File: src/core/fsr_pkg.sv
// Constants for the floppy seek, recalibrate and interrupt block.
// Assumes a 200 MHz core clock; all ports synchronous to it.
package fsr_pkg;
  localparam int CLK_MHZ = 200;
  localparam int NUM_DRIVES = 4;
  localparam logic [7:0] RECAL_MAX_STEPS = 8'h4f;
  localparam int STEP_PULSE_NS = 1000;
  localparam int STEP_PULSE_CYC = (STEP_PULSE_NS * CLK_MHZ + 999) / 1000;
  localparam int STEP_UNIT_US = 500;
  localparam int STEP_UNIT_CYC = STEP_UNIT_US * CLK_MHZ;
  localparam int FIRST_GAP_US = 250;
  localparam int FIRST_GAP_CYC = FIRST_GAP_US * CLK_MHZ;
  localparam logic [1:0] IC_NORMAL = 2'h0;
  localparam logic [1:0] IC_ABNORMAL = 2'h1;
  localparam logic [1:0] IC_POLL = 2'h3;
  localparam int ST0_DRV = 0;
  localparam int ST0_HEAD = 2;
  localparam int ST0_EC = 4;
  localparam int ST0_SE = 5;
  localparam int ST0_IC = 6;
  localparam logic [7:0] MFM_SYNC_LEN = 8'h0c;
  localparam logic [7:0] MFM_GAP1_LEN = 8'h32;
  localparam logic [7:0] MFM_GAP2_LEN = 8'h16;
  localparam logic [7:0] FM_GAP4A_LEN = 8'h28;
  localparam logic [7:0] FM_SYNC_LEN = 8'h06;
  localparam logic [7:0] FM_GAP1_LEN = 8'h1a;
  localparam logic [7:0] FM_GAP2_LEN = 8'h0b;
  localparam logic [7:0] MFM_GAP_BYTE = 8'h4e;
  localparam logic [7:0] FM_GAP_BYTE = 8'hff;
  localparam logic [7:0] SYNC_BYTE = 8'h00;
  typedef enum logic [2:0] {
    FSR_CMD_NONE, FSR_CMD_SEEK, FSR_CMD_RECAL, FSR_CMD_READID, FSR_CMD_SENSE, FSR_CMD_OTHER
  } fsr_cmd_t;
  typedef enum logic [3:0] {
    FMT_IDLE, FMT_GAP4A, FMT_SYNC0, FMT_IAM, FMT_GAP1, FMT_SYNC1, FMT_ID_ADDRESS_MARK, FMT_GAP2, FMT_SYNC2, FMT_DONE
  } fsr_fmt_t;
endpackage

File: src/core/fsr_step_gen.sv
// Step pulse generator for one positioning engine.
// Assumes an interval code from Specify; 0 gives the longest interval.
`timescale 1ns/10ps
module fsr_step_gen
  import fsr_pkg::*;
#(
  parameter int UNIT_CYC = STEP_UNIT_CYC,
  parameter int FIRST_CYC = FIRST_GAP_CYC
) (
  input wire logic core_clk,
  input wire logic srst,
  input wire logic run,
  input wire logic [3:0] step_interval_code,
  output logic step_out,
  output logic step_done
);
  logic [31:0] cnt_q;
  logic first_q;
  logic [31:0] interval;
  logic [4:0] units;
  assign units = 5'h10 - {1'b0, step_interval_code};
  // First gap may be shorter than the rest
  assign interval = first_q ? 32'(FIRST_CYC) : 32'(UNIT_CYC) * {27'h0, units};
  always_ff @(posedge core_clk) begin
    if (srst || !run) begin
      cnt_q <= 32'h0;
      first_q <= 1'b1;
    end else if (cnt_q + 32'h1 >= interval) begin
      cnt_q <= 32'h0;
      first_q <= 1'b0;
    end else begin
      cnt_q <= cnt_q + 32'h1;
    end
  end
  // Low in the last cycle so a short first gap never merges two pulses
  assign step_out = run && (cnt_q < 32'(STEP_PULSE_CYC)) && !step_done;
  assign step_done = run && (cnt_q + 32'h1 >= interval);
endmodule

File: src/core/fsr_fmt_seq.sv
// Preamble byte sequencer for track formatting (gaps and sync runs).
// Assumes the caller takes one byte per byte_take pulse; marks come from elsewhere.
`timescale 1ns/10ps
module fsr_fmt_seq
  import fsr_pkg::*;
(
  input wire logic core_clk,
  input wire logic srst,
  input wire logic start,
  input wire logic mfm,
  input wire logic byte_take,
  output logic [7:0] fmt_byte,
  output logic fmt_is_mark,
  output logic fmt_busy
);
  fsr_fmt_t st_q;
  fsr_fmt_t st_d;
  logic [7:0] cnt_q;
  logic [7:0] len;
  logic [7:0] gapb;
  assign gapb = mfm ? MFM_GAP_BYTE : FM_GAP_BYTE;
  always_comb begin
    case (st_q)
      FMT_GAP4A: len = FM_GAP4A_LEN;
      FMT_SYNC0, FMT_SYNC1, FMT_SYNC2: len = mfm ? MFM_SYNC_LEN : FM_SYNC_LEN;
      FMT_GAP1: len = mfm ? MFM_GAP1_LEN : FM_GAP1_LEN;
      FMT_GAP2: len = mfm ? MFM_GAP2_LEN : FM_GAP2_LEN;
      default: len = 8'h1;
    endcase
  end
  always_comb begin
    case (st_q)
      FMT_IDLE: st_d = start ? (mfm ? FMT_SYNC0 : FMT_GAP4A) : FMT_IDLE;
      FMT_GAP4A: st_d = FMT_SYNC0;
      FMT_SYNC0: st_d = FMT_IAM;
      FMT_IAM: st_d = FMT_GAP1;
      FMT_GAP1: st_d = FMT_SYNC1;
      FMT_SYNC1: st_d = FMT_ID_ADDRESS_MARK;
      FMT_ID_ADDRESS_MARK: st_d = FMT_GAP2;
      FMT_GAP2: st_d = FMT_SYNC2;
      FMT_SYNC2: st_d = FMT_DONE;
      default: st_d = FMT_IDLE;
    endcase
  end
  always_ff @(posedge core_clk) begin
    if (srst) begin
      st_q <= FMT_IDLE;
      cnt_q <= 8'h0;
    end else if (st_q == FMT_IDLE || st_q == FMT_DONE) begin
      st_q <= st_d;
      cnt_q <= 8'h0;
    end else if (byte_take) begin
      if (cnt_q + 8'h1 >= len) begin
        st_q <= st_d;
        cnt_q <= 8'h0;
      end else begin
        cnt_q <= cnt_q + 8'h1;
      end
    end
  end
  assign fmt_is_mark = (st_q == FMT_IAM) || (st_q == FMT_ID_ADDRESS_MARK);
  assign fmt_byte = (st_q == FMT_SYNC0 || st_q == FMT_SYNC1 || st_q == FMT_SYNC2) ? SYNC_BYTE : gapb;
  // Done state offers no byte
  assign fmt_busy = (st_q != FMT_IDLE) && (st_q != FMT_DONE);
endmodule

File: src/core/fsr_ctl.sv
// Seek, recalibrate, read-id and interrupt reporting for up to four drives.
// Assumes one command strobe per cycle with decoded command and drive fields.
`timescale 1ns/10ps
module fsr_ctl
  import fsr_pkg::*;
#(
  parameter int UNIT_CYC = STEP_UNIT_CYC,
  parameter int FIRST_CYC = FIRST_GAP_CYC
) (
  input wire logic core_clk,
  input wire logic srst,
  input wire logic cmd_valid,
  input wire fsr_cmd_t cmd_code,
  input wire logic [1:0] cmd_drive,
  input wire logic [7:0] target_cylinder_value,
  input wire logic [3:0] step_interval_code,
  input wire logic non_dma_select,
  input wire logic xfer_needed,
  input wire logic result_phase_entry,
  input wire logic poll_event,
  input wire logic powerdown_exit,
  input wire logic track_zero_input,
  input wire logic index_pulse_input,
  input wire logic id_found,
  input wire logic [7:0] id_cyl,
  input wire logic [7:0] id_head,
  input wire logic [7:0] id_sec,
  input wire logic [7:0] id_size,
  input wire logic fmt_start,
  input wire logic fmt_mfm,
  input wire logic fmt_byte_take,
  output logic cmd_ready,
  output logic [3:0] drive_busy,
  output logic [3:0] step_pulse,
  output logic [3:0] step_dir,
  output logic controller_irq,
  output logic request_for_master,
  output logic dma_request_pin,
  output logic [7:0] status_zero,
  output logic [7:0] sense_cylinder,
  output logic sense_valid,
  output logic missing_mark_flag,
  output logic [7:0] rid_cyl_q,
  output logic [7:0] rid_head_q,
  output logic [7:0] rid_sec_q,
  output logic [7:0] rid_size_q,
  output logic readid_busy,
  output logic [7:0] fmt_byte,
  output logic fmt_is_mark,
  output logic fmt_busy
);
  // Per-drive engine state
  logic [7:0] pcn_q [NUM_DRIVES];
  logic [7:0] ncn_q [NUM_DRIVES];
  logic [3:0] seek_run_q;
  logic [3:0] recal_run_q;
  logic [3:0] dir_q;
  logic [7:0] recal_cnt_q [NUM_DRIVES];
  logic [3:0] pend_q;
  logic [1:0] pend_ic_q [NUM_DRIVES];
  logic [3:0] pend_se_q;
  logic [3:0] pend_ec_q;
  logic [3:0] step_done;
  logic [3:0] run;
  // Read ID state
  logic rid_run_q;
  logic [1:0] rid_drv_q;
  logic [1:0] idx_cnt_q;
  logic idx_prev_q;
  logic rid_pend_q;
  logic [1:0] rid_ic_q;
  logic poll_pend_q;
  logic irq_xfer;
  logic idx_rise;
  logic sense_cmd;
  logic [1:0] sense_drv;
  logic sense_any_pos;
  logic [7:0] st0_d;

  function automatic logic [1:0] first_set(input logic [3:0] v);
    logic [1:0] r;
    r = 2'h0;
    for (int i = NUM_DRIVES - 1; i >= 0; i--) begin
      if (v[i]) begin
        r = 2'(i);
      end
    end
    return r;
  endfunction

  function automatic logic [7:0] make_st0(input logic [1:0] ic, input logic se, input logic ec,
                                          input logic [1:0] drv);
    logic [7:0] s;
    s = 8'h0;
    s[ST0_IC +: 2] = ic;
    s[ST0_SE] = se;
    s[ST0_EC] = ec;
    s[ST0_HEAD] = 1'b0;
    s[ST0_DRV +: 2] = drv;
    return s;
  endfunction

  assign run = seek_run_q | recal_run_q;

  for (genvar g = 0; g < NUM_DRIVES; g++) begin : g_step
    fsr_step_gen #(
      .UNIT_CYC(UNIT_CYC),
      .FIRST_CYC(FIRST_CYC)
    ) u_step (
      .core_clk(core_clk),
      .srst(srst),
      .run(run[g]),
      .step_interval_code(step_interval_code),
      .step_out(step_pulse[g]),
      .step_done(step_done[g])
    );
  end

  fsr_fmt_seq u_fmt (
    .core_clk(core_clk),
    .srst(srst),
    .start(fmt_start),
    .mfm(fmt_mfm),
    .byte_take(fmt_byte_take),
    .fmt_byte(fmt_byte),
    .fmt_is_mark(fmt_is_mark),
    .fmt_busy(fmt_busy)
  );

  // Command taken in one cycle, so busy never spans execution
  assign cmd_ready = 1'b1;
  assign drive_busy = run | pend_q;
  assign step_dir = dir_q;
  assign readid_busy = rid_run_q;
  assign idx_rise = index_pulse_input && !idx_prev_q;
  assign sense_cmd = cmd_valid && (cmd_code == FSR_CMD_SENSE);
  assign sense_any_pos = |pend_q;
  assign sense_drv = first_set(pend_q);
  assign irq_xfer = non_dma_select && xfer_needed;
  assign request_for_master = irq_xfer;
  assign dma_request_pin = !non_dma_select && xfer_needed;
  // Positioning ends, read id, result phase, poll events and non-DMA transfer requests raise the line
  assign controller_irq = sense_any_pos | rid_pend_q | poll_pend_q | irq_xfer;

  always_comb begin
    if (sense_any_pos) begin
      st0_d = make_st0(pend_ic_q[sense_drv], pend_se_q[sense_drv], pend_ec_q[sense_drv], sense_drv);
    end else if (rid_pend_q) begin
      st0_d = make_st0(rid_ic_q, 1'b0, 1'b0, rid_drv_q);
    end else if (poll_pend_q) begin
      st0_d = make_st0(IC_POLL, 1'b0, 1'b0, 2'h0);
    end else begin
      st0_d = make_st0(IC_POLL, 1'b0, 1'b0, 2'h0);
    end
  end

  for (genvar g = 0; g < NUM_DRIVES; g++) begin : g_drv
    logic start_seek;
    logic start_recal;
    logic sensed;
    logic [7:0] nxt;
    assign start_seek = cmd_valid && cmd_code == FSR_CMD_SEEK && cmd_drive == 2'(g);
    assign start_recal = cmd_valid && cmd_code == FSR_CMD_RECAL && cmd_drive == 2'(g);
    assign sensed = sense_cmd && sense_any_pos && sense_drv == 2'(g);
    assign nxt = dir_q[g] ? pcn_q[g] + 8'h1 : pcn_q[g] - 8'h1;
    always_ff @(posedge core_clk) begin
      if (srst || powerdown_exit) begin
        pcn_q[g] <= 8'h0;
        ncn_q[g] <= 8'h0;
        seek_run_q[g] <= 1'b0;
        recal_run_q[g] <= 1'b0;
        dir_q[g] <= 1'b0;
        recal_cnt_q[g] <= 8'h0;
        pend_q[g] <= 1'b0;
        pend_ic_q[g] <= IC_NORMAL;
        pend_se_q[g] <= 1'b0;
        pend_ec_q[g] <= 1'b0;
      end else if (start_recal) begin
        pcn_q[g] <= 8'h0;
        dir_q[g] <= 1'b0;
        recal_cnt_q[g] <= 8'h0;
        recal_run_q[g] <= !track_zero_input;
        seek_run_q[g] <= 1'b0;
        pend_q[g] <= track_zero_input;
        pend_se_q[g] <= 1'b1;
        pend_ec_q[g] <= 1'b0;
        pend_ic_q[g] <= IC_NORMAL;
      end else if (start_seek) begin
        ncn_q[g] <= target_cylinder_value;
        dir_q[g] <= pcn_q[g] < target_cylinder_value;
        seek_run_q[g] <= pcn_q[g] != target_cylinder_value;
        recal_run_q[g] <= 1'b0;
        pend_q[g] <= pcn_q[g] == target_cylinder_value;
        pend_se_q[g] <= 1'b1;
        pend_ec_q[g] <= 1'b0;
        pend_ic_q[g] <= IC_NORMAL;
      end else begin
        if (recal_run_q[g]) begin
          if (track_zero_input) begin
            recal_run_q[g] <= 1'b0;
            pend_q[g] <= 1'b1;
            pend_se_q[g] <= 1'b1;
            pend_ic_q[g] <= IC_NORMAL;
          end else if (step_done[g]) begin
            if (recal_cnt_q[g] + 8'h1 >= RECAL_MAX_STEPS) begin
              recal_run_q[g] <= 1'b0;
              pend_q[g] <= 1'b1;
              pend_se_q[g] <= 1'b1;
              pend_ec_q[g] <= 1'b1;
              pend_ic_q[g] <= IC_ABNORMAL;
            end
            recal_cnt_q[g] <= recal_cnt_q[g] + 8'h1;
          end
        end else if (seek_run_q[g] && step_done[g]) begin
          pcn_q[g] <= nxt;
          if (nxt == ncn_q[g]) begin
            seek_run_q[g] <= 1'b0;
            pend_q[g] <= 1'b1;
            pend_se_q[g] <= 1'b1;
            pend_ic_q[g] <= IC_NORMAL;
          end
        end else if (sensed) begin
          pend_q[g] <= 1'b0;
        end
      end
    end
  end

  always_ff @(posedge core_clk) begin
    if (srst || powerdown_exit) begin
      rid_run_q <= 1'b0;
      rid_drv_q <= 2'h0;
      idx_cnt_q <= 2'h0;
      idx_prev_q <= 1'b0;
      rid_pend_q <= 1'b0;
      rid_ic_q <= IC_NORMAL;
      missing_mark_flag <= 1'b0;
      rid_cyl_q <= 8'h0;
      rid_head_q <= 8'h0;
      rid_sec_q <= 8'h0;
      rid_size_q <= 8'h0;
      poll_pend_q <= 1'b0;
      status_zero <= 8'h0;
      sense_cylinder <= 8'h0;
      sense_valid <= 1'b0;
    end else begin
      idx_prev_q <= index_pulse_input;
      sense_valid <= sense_cmd;
      if (poll_event) begin
        poll_pend_q <= 1'b1;
      end else if (sense_cmd && !sense_any_pos && !rid_pend_q) begin
        poll_pend_q <= 1'b0;
      end
      if (sense_cmd) begin
        status_zero <= st0_d;
        sense_cylinder <= sense_any_pos ? pcn_q[sense_drv] : 8'h0;
      end
      if (cmd_valid && cmd_code == FSR_CMD_READID) begin
        rid_run_q <= 1'b1;
        rid_drv_q <= cmd_drive;
        idx_cnt_q <= 2'h0;
        missing_mark_flag <= 1'b0;
      end else if (rid_run_q) begin
        if (id_found) begin
          rid_cyl_q <= id_cyl;
          rid_head_q <= id_head;
          rid_sec_q <= id_sec;
          rid_size_q <= id_size;
          rid_run_q <= 1'b0;
          rid_pend_q <= 1'b1;
          rid_ic_q <= IC_NORMAL;
        end else if (idx_rise) begin
          if (idx_cnt_q == 2'h1) begin
            rid_run_q <= 1'b0;
            rid_pend_q <= 1'b1;
            rid_ic_q <= IC_ABNORMAL;
            missing_mark_flag <= 1'b1;
          end
          idx_cnt_q <= idx_cnt_q + 2'h1;
        end
      end else if (result_phase_entry) begin
        rid_pend_q <= 1'b1;
      end else if (sense_cmd && !sense_any_pos) begin
        rid_pend_q <= 1'b0;
      end
    end
  end
endmodule

File: config.mk
export PLATFORM = sky130hd
export DESIGN_NAME = fsr_ctl
export DESIGN_NICKNAME = d
export VERILOG_FILES = /design/src/core/fsr_pkg.sv /design/src/core/fsr_step_gen.sv /design/src/core/fsr_fmt_seq.sv /design/src/core/fsr_ctl.sv
export SDC_FILE = /design/constraint.sdc
export NUM_CORES = 1
export LEC_CHECK = 0
export BUFFER_PORTS_ARGS = -buffer_cell sky130_fd_sc_hd__buf_2
export CAP_MARGIN = 20
export CORE_MARGIN = 2
export CORE_UTILIZATION = 60
export DETAILED_ROUTE_END_ITERATION = 7
export PLACE_DENSITY = 0.8
export SYNTH_ARGS = -nofsm -noshare
export SYNTH_HDL_FRONTEND = slang
export SYNTH_SLANG_ARGS = --single-unit
export TNS_END_PERCENT = 30
File: constraint.sdc
create_clock -name core_clk -period 17 [get_ports core_clk]
set_input_delay 3.4 -clock core_clk [delete_from_list [all_inputs] [get_ports core_clk]]
set_output_delay 3.4 -clock core_clk [all_outputs]
set_load 0.005 [all_outputs]
==> Yosys cells after proc, flatten, opt, wreduce, memory -nomap -nowiden <==
Memories as Yosys holds them, arrays and structs flattened.
Cells that the tools add are included.
{ "totals": {"reg_bits": 228, "ram_bits": 100, "inputBits": 63, "elab_cells": 662, "n_memories": 4} }
{ "memory_table": {"columns": ["memory", "depth", "width", "rd", "rd_clocked_by_memory_dff", "write_ports", "line_no", "text"], "rows": [
  ["ncn_q", 4, 8, 4, 0, 4, "fsr_ctl.sv:54", "logic [7:0] ncn_q [NUM_DRIVES];"],
  ["pcn_q", 4, 8, 5, 0, 4, "fsr_ctl.sv:53", "logic [7:0] pcn_q [NUM_DRIVES];"],
  ["recal_cnt_q", 4, 8, 4, 0, 4, "fsr_ctl.sv:58", "logic [7:0] recal_cnt_q [NUM_DRIVES];"],
  ["pend_ic_q", 4, 1, 1, 0, 4, "fsr_ctl.sv:60", "logic [1:0] pend_ic_q [NUM_DRIVES];"]
]} }
{ "classes": {"n_addsub": 19, "multipliers": 1, "order_cmp": 18, "eq_ne": 51, "muxes": 343, "bitwise_logic": 48, "reduce_logical": 129} }
{ "ops": {"columns": ["operator", "n"], "rows": [
  ["$mux 1", 290],
  ["$mux 8", 30],
  ["$add 32x1->32 const B", 4],
  ["$ge 32x32->1", 4],
  ["$lt 32x8->1 const B", 4],
  ["$mux 22", 4],
  ["$add 8x1->8 const B", 9],
  ["$eq 8x8->1", 8],
  ["$reduce_and 4->1", 15],
  ["$or 1x1->1", 43],
  ["$ne 5x2->1 const B", 8],
  ["$logic_and 1x1->1", 39],
  ["$pmux 4 s9", 1],
  ["$reduce_bool 4->1", 9],
  ["$ge 8x7->1 const B", 4],
  ["$lt 8x8->1", 4],
  ["$ne 8x8->1", 4],
  ["$pmux 8 s4", 1],
  ["$sub 8x1->8 const B", 4],
  ["$reduce_bool 2->1", 13],
  ["$mux 4", 5],
  ["$ne 5x4->1 const B", 4],
  ["$reduce_bool 5->1", 4],
  ["$reduce_or 2->1", 10],
  ["other kinds (32)", 88]
]} }

==> Logic depth before layout (Yosys ltp) <==
{ "logic_depth": {"depth_word": 14, "depth_mapped": 29, "depth_no_buf": 27} }

==> Modules after synthesis <==
A second synthesis with hierarchy kept.
{ "unflattened": {"hier_cells": 2687, "hier_area_um2": 24099.4} }
{ "modules_own_cells": {"columns": ["mod", "instances", "cells_per_inst", "area_each_um2"], "rows": [
  ["fsr_ctl", 1, 1200, 10857.9],
  ["fsr_step_gen (g_step[1].u_step ...)", 2, 327, 2980.4],
  ["fsr_step_gen (g_step[0].u_step)", 1, 354, 3194.3],
  ["fsr_step_gen (g_step[3].u_step)", 1, 338, 3025.4],
  ["fsr_fmt_seq", 1, 141, 1061.0]
]} }

==> Worst setup path after synthesis <==
Ideal clock, no wire load.
{ "synth_timing": {"path_type": "input to output", "start": "input step_interval_code[0]", "end": "output step_pulse[3]", "arrival_time_ns": 9.246, "t_required_ns": 13.600, "setup_slack_ns": 4.354, "path_stages": 27, "n_path_buf": 3, "cell_sequence": "clkbuf_1 -> inv_1 -> ha_1 -> xnor2_1 -> ha_1 -> xor2_1 -> ha_1 -> ha_1 -> ha_1 -> and3b_1 -> o21a_1 -> o21ai_0 -> a21boi_0 -> o21ai_0 -> a2111oi_0 -> o21ai_0 -> xor2_1 -> or2_2 -> ha_1 -> nand2_1 -> nor2_1 -> a221o_1 -> or4b_1 -> or3_1 -> clkbuf_1 -> nor3_1 -> buf_4"} }
{ "synth_between": {"elab_chain_len": 7} }
{ "synth_rtl": {"columns": ["item", "line_no", "text"], "rows": [
  ["start: declaration", "fsr_ctl.sv:16", "input wire logic [3:0] step_interval_code,"],
  ["$sub 5x4->5", "fsr_step_gen.sv:21", "assign units = 5'h10 - {1'b0, step_interval_code};"],
  ["$mul 12x5->17", "fsr_step_gen.sv:23", "assign interval = first_q ? 32'(FIRST_CYC) : 32'(UNIT_CYC) * {27'h0, units};"],
  ["$mux 22", "fsr_step_gen.sv:23", null],
  ["$ge 32x32->1", "fsr_step_gen.sv:37", "assign step_done = run && (cnt_q + 32'h1 >= interval);"],
  ["$logic_and 1x1->1", "fsr_step_gen.sv:37", null],
  ["$logic_not 1->1", "fsr_step_gen.sv:36", "assign step_out = run && (cnt_q < 32'(STEP_PULSE_CYC)) && !step_done;"],
  ["$logic_and 1x1->1", "fsr_step_gen.sv:36", null],
  ["end: declaration", "fsr_ctl.sv:34", "output logic [3:0] step_pulse,"]
]} }
No other way between the ends.

==> Final worst setup path <==
Ends and elaborated chain as after synthesis.

==> summary by stage <==
Die
The floorplan row count is 68. The die width is 190 µm. The initial utilization of the core area, before any placement, comes to 60.4%. The die height is 190 µm. The floorplan step defined a core boundary enclosing 0.0343 mm². 140 I/O pins were placed. The floorplan step defined a die boundary enclosing 0.0360 mm².

STA
The post-route fraction of the period consumed by the critical path is 80.4%. The routed design could run at a clock period as short as 13.68 ns. The post-route setup TNS is 0 ns.

Setup repair after global routing left no endpoint under its margin. The relative max-transition margin is 19.4%. The peak clock frequency supported by timing is 73.1 MHz. The max-slew violation count is 0. The final setup skew is 0.0144 ns. The hold violation total from the final report is 0. The worst-margin pin slew is 1.20 ns. Setup violations remaining at the end of the flow were counted as 0. In the post-route analysis, the smallest setup slack over all paths is 3.32 ns.

Clocking
The longest clock path from root to sink contains 3 buffers. The number of clock sinks seen by CTS is 325. Clock tree synthesis selected as its root buffer the cell sky130_fd_sc_hd__clkbuf_16.

The post-cts hold buffer count is 0. The insertion delay of the later-clocked pin in the worst-skew pair is 0.54 ns. The number of setup buffers added after CTS is 0. The total CTS buffers is 36. Gates resized during post-CTS repair numbered 0.

The CTS tree is yes. The maximum level of the CTS H-tree is 2. After clock tree synthesis, the clock-pin slew on the worst setup and hold paths is 0.06 ns.

Final layout
With fillers left out, the area of the finished cells amounts to 0.0231 mm². The layout has 2719 filler cells. The signed area change from the synthesized netlist to the final layout is 11.3%. The proportion of layout cells with a drive suffix above 1 is 10.5%. The utilization of the core after routing is 67.3%.

Summing all multi-input logic gate instances after layout gives 0.0127 mm². The footprint of the flip-flops and latches is 0.00751 mm². Excluding fillers, the count of instances in the completed layout stands at 2972. The total number of nets in the final design is 2739.

Global routing
The first global-routing pass estimated 86300 µm of wire. The combined global-route utilization of all metal layers is 29.2%. The pin count of the biggest net entering global routing is 96. The overflow left after global routing is 0.

The number of global-route vias before repair is 17600. The number of antenna violations at the first check in global routing is 3.

Placement
After detailed placement, the total cell area comes to 0.0217 mm². The setup slack at placement is 3.38 ns. Routability-driven placement finished with a final weighted congestion of 0.926. The placed wire-length estimate after detailed placement is 39300 µm. Counting tap cells, the placed design contains a total of 2900 instances.

Input and output buffers added on the ports amount to 136.

Flow run
The number of maximum-capacitance constraint violations is 0.

Drt
The first detailed-routing pass took 6 iterations. The number of remaining DRC errors is 0. For this block, the via count after detailed routing is 18200. Using the TritonRoute via totals, the vias-per-cell ratio works out to 6.11. The number of DRC markers in iteration 0 is 1432. For this block, the routed nets add up to 53700 µm of wire. The number of nets still failing antenna checks after routing is 0. The final routed wire length divided by cell count is 18.1 µm.

Critical path
The depth of the critical timing path with buffers and inverters included is 26. The critical-path maximum fanout is 15. The startpoint-to-endpoint class of the critical path is in -> out. The largest individual stage delay along the critical path comes from the cell sky130_fd_sc_hd__nor3b_1. The family with the most delay on the worst path is simple AND/OR/NAND/NOR gates. Data on the critical path is required at its endpoint by 13.60 ns. Counting stages on the worst path, the most repeated cell is sky130_fd_sc_hd__ha_1. STA classifies the critical path endpoint as a primary output.

For flop-to-flop paths, the worst setup slack is 12.13 ns. The buffering stage count on the worst path with inverters included is 3. The highest cell delay on the worst timing path is 0.58 ns. Measured in cells, the most critical reg-to-reg path has a length of 13. The critical path arrival is 10.28 ns.

The worst setup path is launched from an input pin.

Yosys
The total standard cell area after synthesis is 0.0207 mm². The number of different library cells used by synthesis comes to 89. The post-synthesis register bit count is 325.

The prevailing post-synth register cell is sky130_fd_sc_hd__dfxtp_1. For this run, the number of Yosys warnings is 0. The number of flops mapped to enable cells by yosys is 100. Sorting the synthesized cells by area gives the leading types as sky130_fd_sc_hd__dfxtp_1, sky130_fd_sc_hd__edfxtp_1, sky130_fd_sc_hd__ha_1.

For this run, the register share of the synthesized area comes to 36.2%. The number of cells produced by synthesis is 2361. The area share of the largest cell type after synthesis is 21.7%. After synthesis, the share of flip-flops with an asynchronous set or reset is 0%. The cell taking the most area after synthesis is sky130_fd_sc_hd__dfxtp_1.

The mean instance size in the synthesized netlist is 8.77 µm².

Pwr
The reported leakage power is 9.80 nW. In this run the power density over the cells is 84.8 mW/mm². IR analysis of the VDD net gives a maximum drop of 0.0815 mV.

Worst hold path
The worst hold-check path type is reg -> reg. The instance count along the most critical hold path is 2.

Outcome
The run finished with clean final reports.
-- final timing paths --
kind / from / to
setup / recovery: step_interval_code[0] / step_pulse[3]
hold reg to reg: rid_size_q[1] / rid_size_q[1]
setup reg to reg: g_step[3].u_step.cnt_q[0] / recal_cnt_q[3][3]
hold / removal: rid_size_q[1] / rid_size_q[1]
-- cell type report --
type | instances | share of cell area, %
repair buffers | 148 | 3.42
diodes | 4 | 0.0434
well taps | 455 | 2.47
flip-flops and latches | 325 | 32.6
clock inverters | 12 | 0.732
clock buffers | 52 | 4.70
inverters | 72 | 1.17
multi-input cells | 1904 | 54.9
-- logic make-up after synthesis --
logic type	share of synthesized area [%]
DFF	36.2
other	0.0363
buffers and inverters	3.48
muxes	0.936
adders and majority gates	11.6
xor gates and xnor gates	8.64
AOI/OAI and AO/OA	13.0
and+or+nand+nor	26.0
-- per-stage QoR --
stage	hold WS [ns]	power [mW]
finish	0.451	1.96
global route	0.468	2.03
CTS	0.452	1.96
detailed placement	0.443	1.14
global placement	0.439	1.13
floorplan	0.426	1.07
-- routing by layer --
metal	part of all wire, %	track usage [%]
met1	40	35.5
met2	49	51.5
met3	6.8	4.59
met4	3.8	12.0
met5	0	0
-- flip-flops by register name (all words and copies together), names as in the netlist, 2 cells and up --
register,cells
rid_sec_q,8
rid_size_q,8
pcn_q,32
pend_se_q,4
step_dir,4
recal_cnt_q,32
pend_q,4
recal_run_q,4
g_step.u_step.first_q,4
g_step.u_step.cnt_q,128
seek_run_q,4
pend_ec_q,4
status_zero,6
rid_drv_q,2
pend_ic_q,4
rid_cyl_q,8
u_fmt.cnt_q,8
u_fmt.st_q,4
idx_cnt_q,2
ncn_q,32
sense_cylinder,8
rid_head_q,8
-- cell usage in the layout (no fill, tap or decap), drive strengths merged, types with 10 or more instances in the layout --
cell,n
clkinv,10
nand3,92
o211ai,13
xnor2,111
a22oi,27
o31ai,12
o21ai,83
nand2b,36
a21oi,124
and4,16
nor2,224
edfxtp,100
a211oi,15
nand4,53
buf,147
conb,43
nand2,243
nor3b,11
clkbuf,53
a31oi,13
nor3,86
nor4,45
or2,32
a21o,32
and3,91
or3,21
dfxtp,225
nor2b,48
ha,184
and2,16
inv,70
mux2i,16
xor2,83
-- Yosys cell counts, drive strengths merged, types with 7 or more instances --
| master | n |
|---|---|
| nand2 | 243 |
| dfxtp | 225 |
| nor2 | 224 |
| ha | 184 |
| a21oi | 124 |
| xnor2 | 111 |
| edfxtp | 100 |
| nand3 | 92 |
| and3 | 91 |
| nor3 | 86 |
| o21ai | 83 |
| xor2 | 83 |
| clkbuf | 76 |
| inv | 70 |
| nand4 | 53 |
| nor2b | 48 |
| nor4 | 45 |
| nand2b | 36 |
| a21o | 32 |
| or2 | 32 |
| a22oi | 27 |
| buf | 25 |
| or3 | 21 |
| and2 | 16 |
| and4 | 16 |
| mux2i | 16 |
| a211oi | 15 |
| a31oi | 13 |
| o211ai | 13 |
| o31ai | 12 |
| nor3b | 11 |
| and3b | 9 |
| a21boi | 8 |
| o2111ai | 8 |
| o21a | 7 |
-- tightest hold or removal path: stages, from the launching register on --
cell and delay, ns:
sky130_fd_sc_hd__dfxtp_1 0.30, sky130_fd_sc_hd__nand2_1 0.05, sky130_fd_sc_hd__a21oi_1 0.05
-- power by group --
group          switching, mW  leakage [nW]  total (mW)  internal (mW)
registers             0.0305          2.94       0.850          0.820
clock network          0.322         0.618       0.826          0.504
logic                  0.163          6.24       0.280          0.117
No activity file was read; power rests on OpenSTA's default activity.
